==> src/hw/sah_pkg.sv <==
/*
 * Shared types and constants of the converter control and read-out block.
 * Assumes a single system clock; all pin-side signals are asynchronous.
 */
package sah_pkg;

  // Width of the conversion result.
  localparam int unsigned RESULT_W = 8;

  // Bit that carries the status flag during a status read.
  localparam int unsigned FLAG_BIT = 7;

  // Conversion clock rising edges from the start edge to the done edge, both counted.
  localparam logic [3:0] CONV_CYCLES = 4'h9;

  // Reset values of the result and of the done flag (idle reads as ready).
  localparam logic [7:0] SAR_RESET  = 8'h00;
  localparam logic       DONE_RESET = 1'b0;

  // Trial pattern loaded when the active part of a conversion starts.
  localparam logic [7:0] SAR_FIRST  = 8'h80;

  // Host control pins travelling together through the synchroniser.
  typedef struct packed {
    logic cs_n;
    logic start_n;
    logic read_n;
    logic result_or_flag_select;
    logic output_format_select;
  } sah_ctl_t;

  // Conversion sequencer states.
  typedef enum logic [1:0] {
    ST_IDLE  = 2'b00,
    ST_CLEAR = 2'b01,
    ST_CONV  = 2'b10,
    ST_DONE  = 2'b11
  } sah_state_t;

endpackage : sah_pkg

==> src/hw/sah_core.sv <==
/*
 * Control and read-out logic of an 8-bit successive-approximation
 * converter: start handling, bit sequencing, done flag, tri-state data.
 * Assumes the conversion clock, host strobes and comparator arrive as
 * asynchronous pins, and that the pad ring builds the data wires.
 */
// Notes on behaviour
// - Conversion takes nine conversion clock cycles.
// - Status read puts done flag on bit seven.
// - Status read floats data bits zero to six.
// - Format select high offset binary, low two's complement.
// - Done flag rises on start falling clock edge.
// - Done flag falls on rising edge after last bit.
// - Data floats after read strobe returns high.
// - Select and start low clear register on fall.
// - Active conversion after start high, MSB first.
// - Flag low ready, flag high converting.
// - Result reads float all data lines during conversion; status reads still drive bit seven.
`timescale 1ns/1ps
module sah_core (
  // System clock, reset and freeze.
  input  wire logic       clk,
  input  wire logic       rst,
  input  wire logic       ce,
  // Asynchronous pins from the host and the analog side.
  input  wire logic       conv_clk,
  input  wire logic       cs_n,
  input  wire logic       start_n,
  input  wire logic       read_n,
  input  wire logic       result_or_flag_select,
  input  wire logic       output_format_select,
  input  wire logic       comparator_high,
  // Status and data pins; an enable bit is low while that line drives.
  output logic            conversion_done_n,
  output logic [7:0]      data_out,
  output logic [7:0]      data_oe_n,
  // Trial code to the converter network.
  output logic [7:0]      approximation_register
);

  sah_pkg::sah_ctl_t  ctl_raw;
  sah_pkg::sah_ctl_t  ctl;
  sah_pkg::sah_state_t state;
  sah_pkg::sah_state_t next_state;
  logic        clk_lvl;
  logic        clk_prev;
  logic        comp;
  logic [2:0]  bit_idx;
  logic [3:0]  rise_cnt;
  logic [7:0]  next_dout;
  logic [7:0]  next_oe_n;

  assign ctl_raw = '{cs_n: cs_n, start_n: start_n, read_n: read_n,
                     result_or_flag_select: result_or_flag_select,
                     output_format_select: output_format_select};

  // Pin synchronisers for the host strobes and the clock/comparator.
  sah_sync #(.W(5)) u_sync_ctl (
    .clk (clk),
    .rst (rst),
    .ce  (ce),
    .pin (ctl_raw),
    .q   (ctl)
  );

  sah_sync #(.W(2)) u_sync_ana (
    .clk (clk),
    .rst (rst),
    .ce  (ce),
    .pin ({conv_clk, comparator_high}),
    .q   ({clk_lvl, comp})
  );

  // Edges of the filtered conversion clock.
  always_ff @(posedge clk) begin
    if (rst) begin
      clk_prev <= 1'b1;
    end else if (ce) begin
      clk_prev <= clk_lvl;
    end
  end

  wire rise_ev   = ce && clk_lvl && !clk_prev;
  wire fall_ev   = ce && !clk_lvl && clk_prev;
  wire clear_req = fall_ev && !ctl.cs_n && !ctl.start_n;
  wire go_ev     = rise_ev && (state == sah_pkg::ST_CLEAR)
                   && ctl.start_n;
  wire last_bit  = (bit_idx == 3'h0);

  // Next state of the sequencer; a new request overrides any state.
  always_comb begin
    next_state = state;
    case (state)
      sah_pkg::ST_IDLE:  next_state = sah_pkg::ST_IDLE;
      sah_pkg::ST_CLEAR: if (go_ev) next_state = sah_pkg::ST_CONV;
      sah_pkg::ST_CONV:  if (rise_ev && last_bit) begin
        next_state = sah_pkg::ST_DONE;
      end
      sah_pkg::ST_DONE:  next_state = sah_pkg::ST_DONE;
      default:           next_state = sah_pkg::ST_IDLE;
    endcase
    if (clear_req) begin
      next_state = sah_pkg::ST_CLEAR;
    end
  end

  always_ff @(posedge clk) begin
    if (rst) begin
      state <= sah_pkg::ST_IDLE;
    end else if (ce) begin
      state <= next_state;
    end
  end

  // Approximation register: clear, trial MSB, then one bit per rise.
  always_ff @(posedge clk) begin
    if (rst) begin
      approximation_register <= sah_pkg::SAR_RESET;
      bit_idx                <= 3'h7;
    end else if (clear_req) begin
      approximation_register <= sah_pkg::SAR_RESET;
      bit_idx                <= 3'h7;
    end else if (go_ev) begin
      approximation_register <= sah_pkg::SAR_FIRST;
      bit_idx                <= 3'h7;
    end else if (rise_ev && state == sah_pkg::ST_CONV) begin
      approximation_register[bit_idx] <= comp;
      if (!last_bit) begin
        approximation_register[bit_idx - 3'h1] <= 1'b1;
        bit_idx <= bit_idx - 3'h1;
      end
    end
  end

  // Done flag: high from the clearing fall, low after the last decision.
  always_ff @(posedge clk) begin
    if (rst) begin
      conversion_done_n <= sah_pkg::DONE_RESET;
    end else if (clear_req) begin
      conversion_done_n <= 1'b1;
    end else if (rise_ev && state == sah_pkg::ST_CONV && last_bit) begin
      conversion_done_n <= 1'b0;
    end
  end

  // Rising edges counted from the start of the active part.
  always_ff @(posedge clk) begin
    if (rst || clear_req) begin
      rise_cnt <= 4'h0;
    end else if (go_ev || (rise_ev && state == sah_pkg::ST_CONV)) begin
      rise_cnt <= rise_cnt + 4'h1;
    end
  end

  // Read decode: a selected read with start released.
  wire read_act  = !ctl.cs_n && ctl.start_n && !ctl.read_n;
  wire status_rd = read_act && !ctl.result_or_flag_select;
  wire data_rd   = read_act && ctl.result_or_flag_select
                   && !conversion_done_n;
  wire [7:0] fmt_data = ctl.output_format_select
                   ? approximation_register
                   : {~approximation_register[7],
                      approximation_register[6:0]};

  // Output values and enables; nothing drives unless a read is active.
  always_comb begin
    next_dout = 8'h00;
    next_oe_n = 8'hff;
    if (status_rd) begin
      next_dout[sah_pkg::FLAG_BIT] = conversion_done_n;
      next_oe_n[sah_pkg::FLAG_BIT] = 1'b0;
    end else if (data_rd) begin
      next_dout = fmt_data;
      next_oe_n = 8'h00;
    end
  end

  always_ff @(posedge clk) begin
    if (rst) begin
      data_out  <= 8'h00;
      data_oe_n <= 8'hff;
    end else if (ce) begin
      data_out  <= next_dout;
      data_oe_n <= next_oe_n;
    end
  end
endmodule : sah_core

==> src/hw/sah_sync.sv <==
/*
 * Three-flop synchroniser with agreement filter for a group of pins.
 * Assumes the inputs are asynchronous to clk; the output follows a pin
 * only once the second and third stages agree.
 */
`timescale 1ns/1ps
module sah_sync #(
  parameter int unsigned W = 1
) (
  // Clock, reset and freeze.
  input  wire logic         clk,
  input  wire logic         rst,
  input  wire logic         ce,
  // Raw pins and filtered levels.
  input  wire logic [W-1:0] pin,
  output logic      [W-1:0] q
);

  logic [W-1:0] s1;
  logic [W-1:0] s2;
  logic [W-1:0] s3;

  // Shift stages; only stage two reads stage one. They reset to the same
  // idle-high level as the output, so two agreeing reset stages cannot
  // pull a strobe low, or fake a start, just after reset.
  always_ff @(posedge clk) begin
    if (rst) begin
      s1 <= '1;
      s2 <= '1;
      s3 <= '1;
    end else if (ce) begin
      s1 <= pin;
      s2 <= s1;
      s3 <= s2;
    end
  end

  // Each bit is accepted only while the last two stages agree.
  genvar g;
  generate
    for (g = 0; g < W; g++) begin : g_bit
      always_ff @(posedge clk) begin
        if (rst) begin
          q[g] <= 1'b1;
        end else if (ce && (s2[g] == s3[g])) begin
          q[g] <= s3[g];
        end
      end
    end
  endgenerate

endmodule : sah_sync

==> config.mk <==
export PLATFORM = sky130hd
export DESIGN_NAME = sah_core
export DESIGN_NICKNAME = d
export VERILOG_FILES = /design/src/hw/sah_pkg.sv /design/src/hw/sah_core.sv /design/src/hw/sah_sync.sv
export SDC_FILE = /design/constraint.sdc
export NUM_CORES = 1
export LEC_CHECK = 0
export ABC_AREA = 1
export BUFFER_PORTS_ARGS = -buffer_cell sky130_fd_sc_hd__clkbuf_2
export CORE_MARGIN = 2
export CORE_UTILIZATION = 45
export DETAILED_ROUTE_END_ITERATION = 12
export SETUP_SLACK_MARGIN = 0.1
export SYNTH_ARGS = -nofsm -noshare
export SYNTH_HDL_FRONTEND = slang
export SYNTH_HIERARCHICAL = 1
export SYNTH_SLANG_ARGS = --single-unit
export TNS_END_PERCENT = 1
==> constraint.sdc <==
create_clock -name clk -period 2.25 [get_ports clk]
set_input_delay 0.45 -clock clk [delete_from_list [all_inputs] [get_ports clk]]
set_output_delay 0.45 -clock clk [all_outputs]
set_load 0.01 [all_outputs]
==> impl_metrics.toml, run 1 <==
[pwr]
leakagePower_nw = 1.452
ir_drop_v = 0.0003023
pwr_density_cell_nw_per_um2 = 600.1

[die]
die_w_um = 79.06
ios = 35
start_util = 0.4632
core-area_sq_um = 5473
rows = 27
die_area_sq_um = 6250
die_y_um = 79.06

[hold_path]
min_path_type = "input pin to register"
min-delay-start = "start_n"
holdPathStages = 3
min_to = "u_sync_ctl/s1[3]"

[cts]
postCtsHoldBufs = 0
cts.repair.resized = 0
postCtsSetupBuffers = 0
htree_levels = 2
clkTransAtPathRegs_ns = 0.09
cts_tree = "built"
cts-buffers-inserted = 5
cts_max_path_buffers = 2
cts-root-buf = "clkbuf_8"
cts_sinks = 53
clock_latency_ns = 0.30

[sta]
relSlewSlack = 0.7275
layout_setup_ws_ns = 0.6944
fin_crit_ns = 1.556
skew_ns = 0.005207
setup_viol = 0
hold_viol_final = 0
finalSetupTns_ns = 0
finalCritPeriodShare = 0.6914
rsz0062_at_grt = "false"
fmax_ghz = 0.6428
tightestPinTransition_ns = 0.4083
drv_slew = 0

[synth]
synth_compound_area_frac = 0.1486
synth-simple-area-share = 0.2784
synthesis.area_sq_um = 2535
muxShareOfSynthArea = 0
synth_fa_ha_area_frac = 0.009872
yosys_warnings = 6
synth-seq-cells = 53
synth_top_family_by_area = "simple AND/OR/NAND/NOR gates"
synthFlopType = "dfxtp_1"
syn_inst = 343
async_reset_ff_frac = 0
synth_edf_count = 0
seq_area_frac_synth = 0.4186
syn_nets = 355
avgSynthCellArea_sq_um = 7.390
synth_cell_types = 32
synth_xor_xnor_area_share = 0.009872

[final_layout]
multiInputGateArea_sq_um = 1132
seqCellArea_sq_um = 1061
num_antenna_cells = 0
area_growth_pct = 8.144
final.fill_count = 606
drive_above_1_share = 0.2005
fin_nets = 382

[grt]
grt_pass1_vias = 1863
grt-ovfl-total = 0
grt_usage = 0.1714
antenna_found_initial = 0
grt_first_pass_wirelength_um = 8576
grt_max_degree = 34

[outcome]
outcome = "completed"

[routing]
drtAntennaViolNets = 0
wirelength_um = 4926
wire_per_inst_um = 11.17
drt-pass1-iter-count = 4
vias = 2121
via_per_inst = 4.810
drt_iter0_drc = 101
drc = 0

[setup_path]
rr_endpoint = "approximation_register[7]"
startpoint_type = "register"
regToRegStartpoint = "bit_idx[0]"
r2r_cells = 9
critPathKind = "register to register"
max_stage_delay_ns = 0.49
critPathRequiredTime_ns = 2.50
critPathMaxFanout = 8
endpoint_kind = "register"
r2r_slack_ns = 0.69
arrival_ns = 1.81
crit_family = "flip-flops"
crit_chain = "inv_2, ha_1, xor2_2, inv_1, nor2_1, nand2_1, nand3_1, nand2_1, inv_1"
slowest_stage = "dfxtp_1"
crit_buf_inv = 3

[placement]
place.detailed.hpwl_um = 3590
pre_cts_slack_ns = 0.6664
place.gp.congestion = 0.9656
portBuffers = 34

[job]
max-cap-violations = 0
-- state kept, by name (all words and copies together) (netlist names), 3 cells and up --
name and count:
approximation_register 8, data_out 8, u_sync_ctl/q 5, u_sync_ctl/s1 5, u_sync_ctl/s2 5, u_sync_ctl/s3 5, bit_idx 3
-- worst max path at each step --
stage                           from                   endpoint  cells past startpoint
final                     bit_idx[0]  approximation_register[7]                      9
after global routing      bit_idx[0]  approximation_register[4]                      7
after CTS                 bit_idx[0]  approximation_register[7]                      9
after detailed placement          ce                data_out[0]                      5
after global placement           rst                 bit_idx[2]                      7
after floorplan           bit_idx[0]  approximation_register[7]                      9
-- synthesized netlist by cell type, drive strengths merged, types with 2 or more instances --
library cell | count | area (sq um)
o211ai | 7 | 52.55
nor2 | 25 | 131.4
buf | 16 | 142.6
nor3 | 6 | 35.03
o21ai | 28 | 151.4
nand2 | 93 | 386.6
dfxtp | 53 | 1061
nand3 | 29 | 145.1
a21oi | 25 | 136.4
inv | 50 | 190.2
a211oi | 2 | 15.01
ha | 2 | 25.02
-- through the flow --
step	util	std cells	hold slack [ns]	total power [mW]	cell area, sq um
final	0.5009	441	0.3529	1.645	2741
after global routing	0.5009	441	0.3540	1.734	2741
after CTS	0.5009	441	0.3473	1.669	2741
after detailed placement	0.4874	435	0.4433	1.170	2668
after global placement	0.4874	435	0.4385	1.168	2668
after floorplan	-	343	0.4292	1.140	2535
-- cells by family (layout without fill, tap and decap cells) --
| family | count (synthesis) | after routing |
|---|---|---|
| AOI/OAI and AO/OA | 65 | 65 |
| adders and majority gates | 2 | 2 |
| xor gates and xnor gates | 2 | 2 |
| DFF | 53 | 53 |
| and+or+nand+nor | 154 | 154 |
| buffers and inverters | 67 | 93 |
-- layout by cell type (no fill, tap or decap) --
cell type,netlist,final
nor2_2,3,3
dfxtp_1,53,53
inv_1,41,41
o31ai_1,1,1
nand2_2,3,3
nand3_1,29,29
inv_2,8,8
xnor2_1,1,1
clkbuf_2,0,34
a31oi_1,1,1
nand3b_1,1,1
clkinv_4,1,1
clkinv_2,0,1
nor3_2,1,1
clkbuf_8,0,5
o21ai_0,20,20
xor2_2,1,1
a21oi_2,3,3
inv_4,1,1
a211oi_1,2,2
nor3_1,5,5
a21oi_1,22,22
o21bai_1,1,1
nor2_1,18,18
nand2_4,4,4
buf_4,7,2
o21ai_2,3,3
o21ai_1,5,5
o211ai_1,7,7
nor2_4,4,4
nand2_1,86,86
ha_1,2,2
-- power by group --
group	total, mW	internal (mW)	switching, mW	leakage, nW
registers	0.995	0.974	0.0206	0.435
logic	0.152	0.0554	0.0962	0.977
clock network	0.499	0.206	0.293	0.0399
-- worst register-to-register path, stage by stage, from the launching register on --
cell and delay [ns]:
dfxtp_1 0.49, inv_2 0.13, ha_1 0.25, xor2_2 0.16, inv_1 0.10, nor2_1 0.15, nand2_1 0.08, nand3_1 0.08
nand2_1 0.05, inv_1 0.04
-- area by class of cell --
| cell class | instances | share of cell area |
|---|---|---|
| Timing Repair Buffer | 36 | 0.06755 |
| Tap cell | 72 | 0.03286 |
| Multi-Input combinational cell | 223 | 0.4131 |
| Inverter | 51 | 0.07257 |
| Clock buffer | 5 | 0.02510 |
| Clock inverter | 1 | 0.001826 |
| Sequential cell | 53 | 0.3870 |
-- metal layers --
layer / part of all wire / GRT usage
met1: 0.52 / 0.2349
met2: 0.42 / 0.2729
met3: 0.048 / 0.04091
met4: 0.0095 / 0.04138
met5: 0 / 0
Power figures use the tool's default switching activity.
==> run 2: changes to the inputs <==
- PLACE_DENSITY: unset -> 0.67
- clock period: 2.25 -> 1.3 ns (I/O delays scaled with it)
==> run 2 against run 1 <==
Effect of this change:
- clock power up 130%
- via count is 2.9% higher
- sequential share of layout area shrank 2.7 points
- first-iteration DRC count is 11% higher
- die area did not move
- largest power group unchanged
- highest routed layer unchanged
==> impl_metrics.toml, run 2 (synthesis gave the netlist of run 1 again) <==
[outcome]
outcome = "completed"

[cts]
cts_tree = "built"
htree_levels = 2
cts_sinks = 53
cts_max_path_buffers = 2
cts-root-buf = "clkbuf_8"
postCtsHoldBufs = 0
clock_latency_ns = 0.31
cts-buffers-inserted = 5
clkTransAtPathRegs_ns = 0.10

[setup_path]
critPathKind = "register to register"
critPathMostFrequentCell = "nand2_1"
critPathRequiredTime_ns = 1.56
endpoint_kind = "register"
max_stage_delay_ns = 0.39
critPathMaxFanout = 4
slowest_stage = "dfxtp_4"
startpoint_type = "register"
arrival_ns = 1.51
crit_chain = "inv_8, ha_4, nand2_4, inv_6, nor2_4, inv_2, nor2_2, nand2_1, nand3_1, nand2_1, inv_1"

[final_layout]
final_common_cell = "nand2_1"
top_regs = "approximation_register x8, data_out x8"
fin_nets = 391
layout.cells.most_common_list = "nand2_1 (86), dfxtp_1 (43), inv_1 (39)"
fin_cells = 452
drive_above_1_share = 0.2895
area_growth_pct = 18.61
num_antenna_cells = 0

[placement]
placed_cells = 442
place.gp.congestion = 0.9192
pre_cts_slack_ns = 0.008190
place.detailed.hpwl_um = 3587
portBuffers = 34

[pwr]
sw_frac_of_total = 0.2444
seqPwrFrac = 0.547
clkPwrFrac = 0.360
p_int_mw = 2.373
finalPower_mw = 3.140
ir_drop_v = 0.0006413
leakagePower_nw = 1.532
pwr_density_cell_nw_per_um2 = 1044
combPwrFrac = 0.093
switchingPower_mw = 0.7675

[sta]
layout_setup_ws_ns = 0.04713
relSlewSlack = 0.7804
skew_ns = 0.006645
setup_viol = 0
drv_slew = 0
tightestPinTransition_ns = 0.3294
rsz0062_at_grt = "true"
fmax_ghz = 0.7982
finalCritPeriodShare = 0.9637
fin_crit_ns = 1.253
hold_viol_final = 0

[routing]
via_per_inst = 4.827
drtAntennaViolNets = 0
wire_per_inst_um = 11.16
drc = 0
drt-pass1-iter-count = 4
vias = 2182
drt_iter0_drc = 112
wirelength_um = 5044

[die]
rows = 27
ios = 35
start_util = 0.4632
die_y_um = 79.06
die_w_um = 79.06
die_area_sq_um = 6250
core-area_sq_um = 5473

[grt]
grt_pass1_vias = 1870
grt_max_degree = 38
grt_usage = 0.1693
antenna_found_initial = 0
grt_first_pass_wirelength_um = 8521
grt-ovfl-total = 0

[hold_path]
min_path_type = "input pin to register"

[job]
max-cap-violations = 0
[run 2: cell count changes in the layout (fill, tap and decap cells not counted), moves of 3 or more]
cell	delta
dfxtp_1	-10
buf_4	+7
dfxtp_2	+7
nor2_1	-5
dfxtp_4	+3
nor2_2	+3
[run 2: repair_timing]
action / 4_1_cts / 5_1_grt
resized for setup: 13 / 17
pin swaps: 6 / 3
setup buffers: 2 / 0
endpoints found under the setup margin: 26 / 33
[run 2: through the flow]
step,hold WS [ns],setup TNS [ns],util,cell area [sq um]
2_1_floorplan,0.3291,0,-,2577
3_3_place_gp,0.4385,0,0.5094,2788
3_5_place_dp,0.4442,0,0.5094,2788
4_1_cts,0.1415,0,0.5405,2958
5_1_grt,0.1503,-0.1084,0.5494,3007
6_report,0.1506,0,0.5494,3007
[run 2: path summary, 6_finish.rpt]
path,end,from,cells after the start,slack [ns]
worst max-delay path,approximation_register[7],bit_idx[0],11,0.05
worst min-delay path,u_sync_ctl/s1[3],start_n,3,0.15
worst max register to register,approximation_register[7],bit_idx[0],11,0.05
worst min register to register,u_sync_ctl/s2[3],u_sync_ctl/s2[3],2,0.47
[run 2: metal layers]
| metal | up-vias | track usage | routed length (um) |
|---|---|---|---|
| met5 | - | 0 | 0 |
| met4 | 0 | 0.04138 | 51 |
| met3 | 6 | 0.04205 | 250 |
| met2 | 50 | 0.2754 | 2238 |
| met1 | 958 | 0.2259 | 2504 |
| li1 | 1168 | - | - |
[run 2: worst max-delay path, delay by kind of cell, from the launching register on]
kind	cells	cell delay [ns]
and+or+nand+nor	6	0.47
DFF	1	0.39
buffers and inverters	4	0.19
adders and majority gates	1	0.16
[run 2: layout make-up]
type	count	area (sq um)
clock inverter	3	45.04
clock buffer	5	68.82
multi-input combinational	223	1230
inverter	51	214.0
fill	540	2466
sequential	53	1081
timing repair buffer	45	277.8
tap	72	90.09
[run 2: power groups by stage]
stage                     logic, mW  registers, mW  clock network, mW
after floorplan               0.215           1.75                  0
after global placement        0.278           1.75                  0
after detailed placement      0.283           1.76                  0
after CTS                     0.287           1.72               1.18
after global routing          0.332           1.73               1.23
final                         0.291           1.72               1.13
==> run 3: changes to the inputs <==
- PLACE_DENSITY: 0.67 -> unset
- clock period: 1.3 -> 1.4 ns (I/O delays scaled with it)
==> run 3 against run 2 <==
Effect of this change:
- critical path depth decreased by 3
- final cell count is 0.22% lower
- utilization shrank 1.8 points
- routed wire length up 0.40%
- worst hold slack better by 0.025 ns
- sequential power shrank 7%
- critical endpoint is now approximation_register[5]
- largest power group unchanged
- highest routed layer unchanged
==> impl_metrics.toml, run 3 (synthesis gave the netlist of run 1 again) <==
[sta]
tightestPinTransition_ns = 0.3782
layout_setup_ws_ns = 0.1041
skew_ns = 0.005645
hold_viol_final = 0
drv_slew = 0
fmax_ghz = 0.7716
rsz0062_at_grt = "true"
setup_viol = 0
relSlewSlack = 0.7476
finalCritPeriodShare = 0.9257
finalSetupTns_ns = 0
hold_slack_ns = 0.1756
fin_crit_ns = 1.296

[routing]
wirelength_um = 5064
drt-pass1-iter-count = 4
via_per_inst = 4.772
drt_iter0_drc = 113
vias = 2152
drtAntennaViolNets = 0
drc = 0
wire_per_inst_um = 11.23

[final_layout]
fin_area_sq_um = 2908
final.fill_count = 576
layout.cells.most_common_list = "nand2_1 (86), dfxtp_1 (49), inv_1 (39)"
top_regs = "approximation_register x8, data_out x8"
drive_above_1_share = 0.2639
fin_nets = 390
area_growth_pct = 14.71
fin_cells = 451
final_util = 0.5313
final_common_cell = "nand2_1"
num_antenna_cells = 0

[setup_path]
startpoint_type = "register"
critPathKind = "register to register"
critPathRequiredTime_ns = 1.60
critPathMostFrequentCell = "inv_4"
slowest_stage = "dfxtp_2"
max_stage_delay_ns = 0.34
critPathMaxFanout = 8
crit_chain = "inv_4, ha_4, nand2_2, inv_4, nor2_4, buf_4, a21oi_1, a21oi_2"
arrival_ns = 1.49
endpoint_kind = "register"

[grt]
grt_usage = 0.1702
grt-ovfl-total = 0
grt_pass1_vias = 1854
grt_first_pass_wirelength_um = 8507
antenna_found_initial = 0
grt_max_degree = 41

[placement]
place_area_sq_um = 2726
place.detailed.hpwl_um = 3644
pre_cts_slack_ns = 0.04524
placed_cells = 441
place.gp.congestion = 0.8959
portBuffers = 34

[pwr]
ir_drop_v = 0.0004432
switchingPower_mw = 0.6889
finalPower_mw = 2.699
seqPwrFrac = 0.591
p_int_mw = 2.010
combPwrFrac = 0.097
clkPwrFrac = 0.311
pwr_density_cell_nw_per_um2 = 928.1
sw_frac_of_total = 0.2553
leakagePower_nw = 1.487

[cts]
postCtsHoldBufs = 0
cts_max_path_buffers = 2
cts-buffers-inserted = 5
cts_tree = "built"
cts-root-buf = "clkbuf_8"
clkTransAtPathRegs_ns = 0.09
clock_latency_ns = 0.30
cts_sinks = 53
htree_levels = 2

[die]
die_w_um = 79.06
die_y_um = 79.06
rows = 27
die_area_sq_um = 6250
start_util = 0.4632
ios = 35
core-area_sq_um = 5473

[hold_path]
min_path_type = "input pin to register"

[outcome]
outcome = "completed"

[job]
max-cap-violations = 0
[run 3: worst paths after layout]
path,start,to,slack (ns),cells after the start
min reg2reg,u_sync_ana/s1[0],u_sync_ana/s1[0],0.46,2
max,bit_idx[0],approximation_register[5],0.10,8
min,cs_n,u_sync_ctl/s1[4],0.18,3
max reg2reg,bit_idx[0],approximation_register[5],0.10,8
[run 3: critical path: cells and delay by family (launching register included)]
kind	cells	cell delay, ns
flops	1	0.34
fa+ha+maj	1	0.14
compound gates	2	0.25
simple gates	2	0.12
buf+inv	3	0.33
[run 3: layout make-up]
| class | count | area (sq um) | share of cell area |
|---|---|---|---|
| clock inverter | 3 | 17.52 | 0.006024 |
| multi-input combinational | 223 | 1204 | 0.4139 |
| clock buffer | 5 | 68.82 | 0.02367 |
| inverter | 51 | 201.4 | 0.06928 |
| timing repair buffer | 44 | 257.7 | 0.08864 |
| sequential | 53 | 1069 | 0.3675 |
| tap | 72 | 90.09 | 0.03098 |
[run 3: layer usage]
layer | part of all wire | GRT usage | up-vias
li1 | - | - | 1157
met1 | 0.50 | 0.2411 | 945
met2 | 0.44 | 0.2585 | 45
met3 | 0.048 | 0.04205 | 5
met4 | 0.010 | 0.04655 | 0
met5 | 0 | 0 | -
[run 3: power groups by stage]
stage	Clock (mW)	Combinational, mW	Sequential [mW]
finish	0.840	0.262	1.60
global placement	0	0.258	1.63
detailed placement	0	0.261	1.63
global route	0.931	0.301	1.60
CTS	0.876	0.263	1.60
floorplan	0	0.200	1.63
[run 3: repair_timing]
| action | in CTS | in global routing |
|---|---|---|
| pin swaps | 0 | 2 |
| buffers inserted | 0 | 2 |
| cloned | 0 | 0 |
| gates resized for setup | 3 | 18 |
| setup endpoints to repair | 7 | 20 |
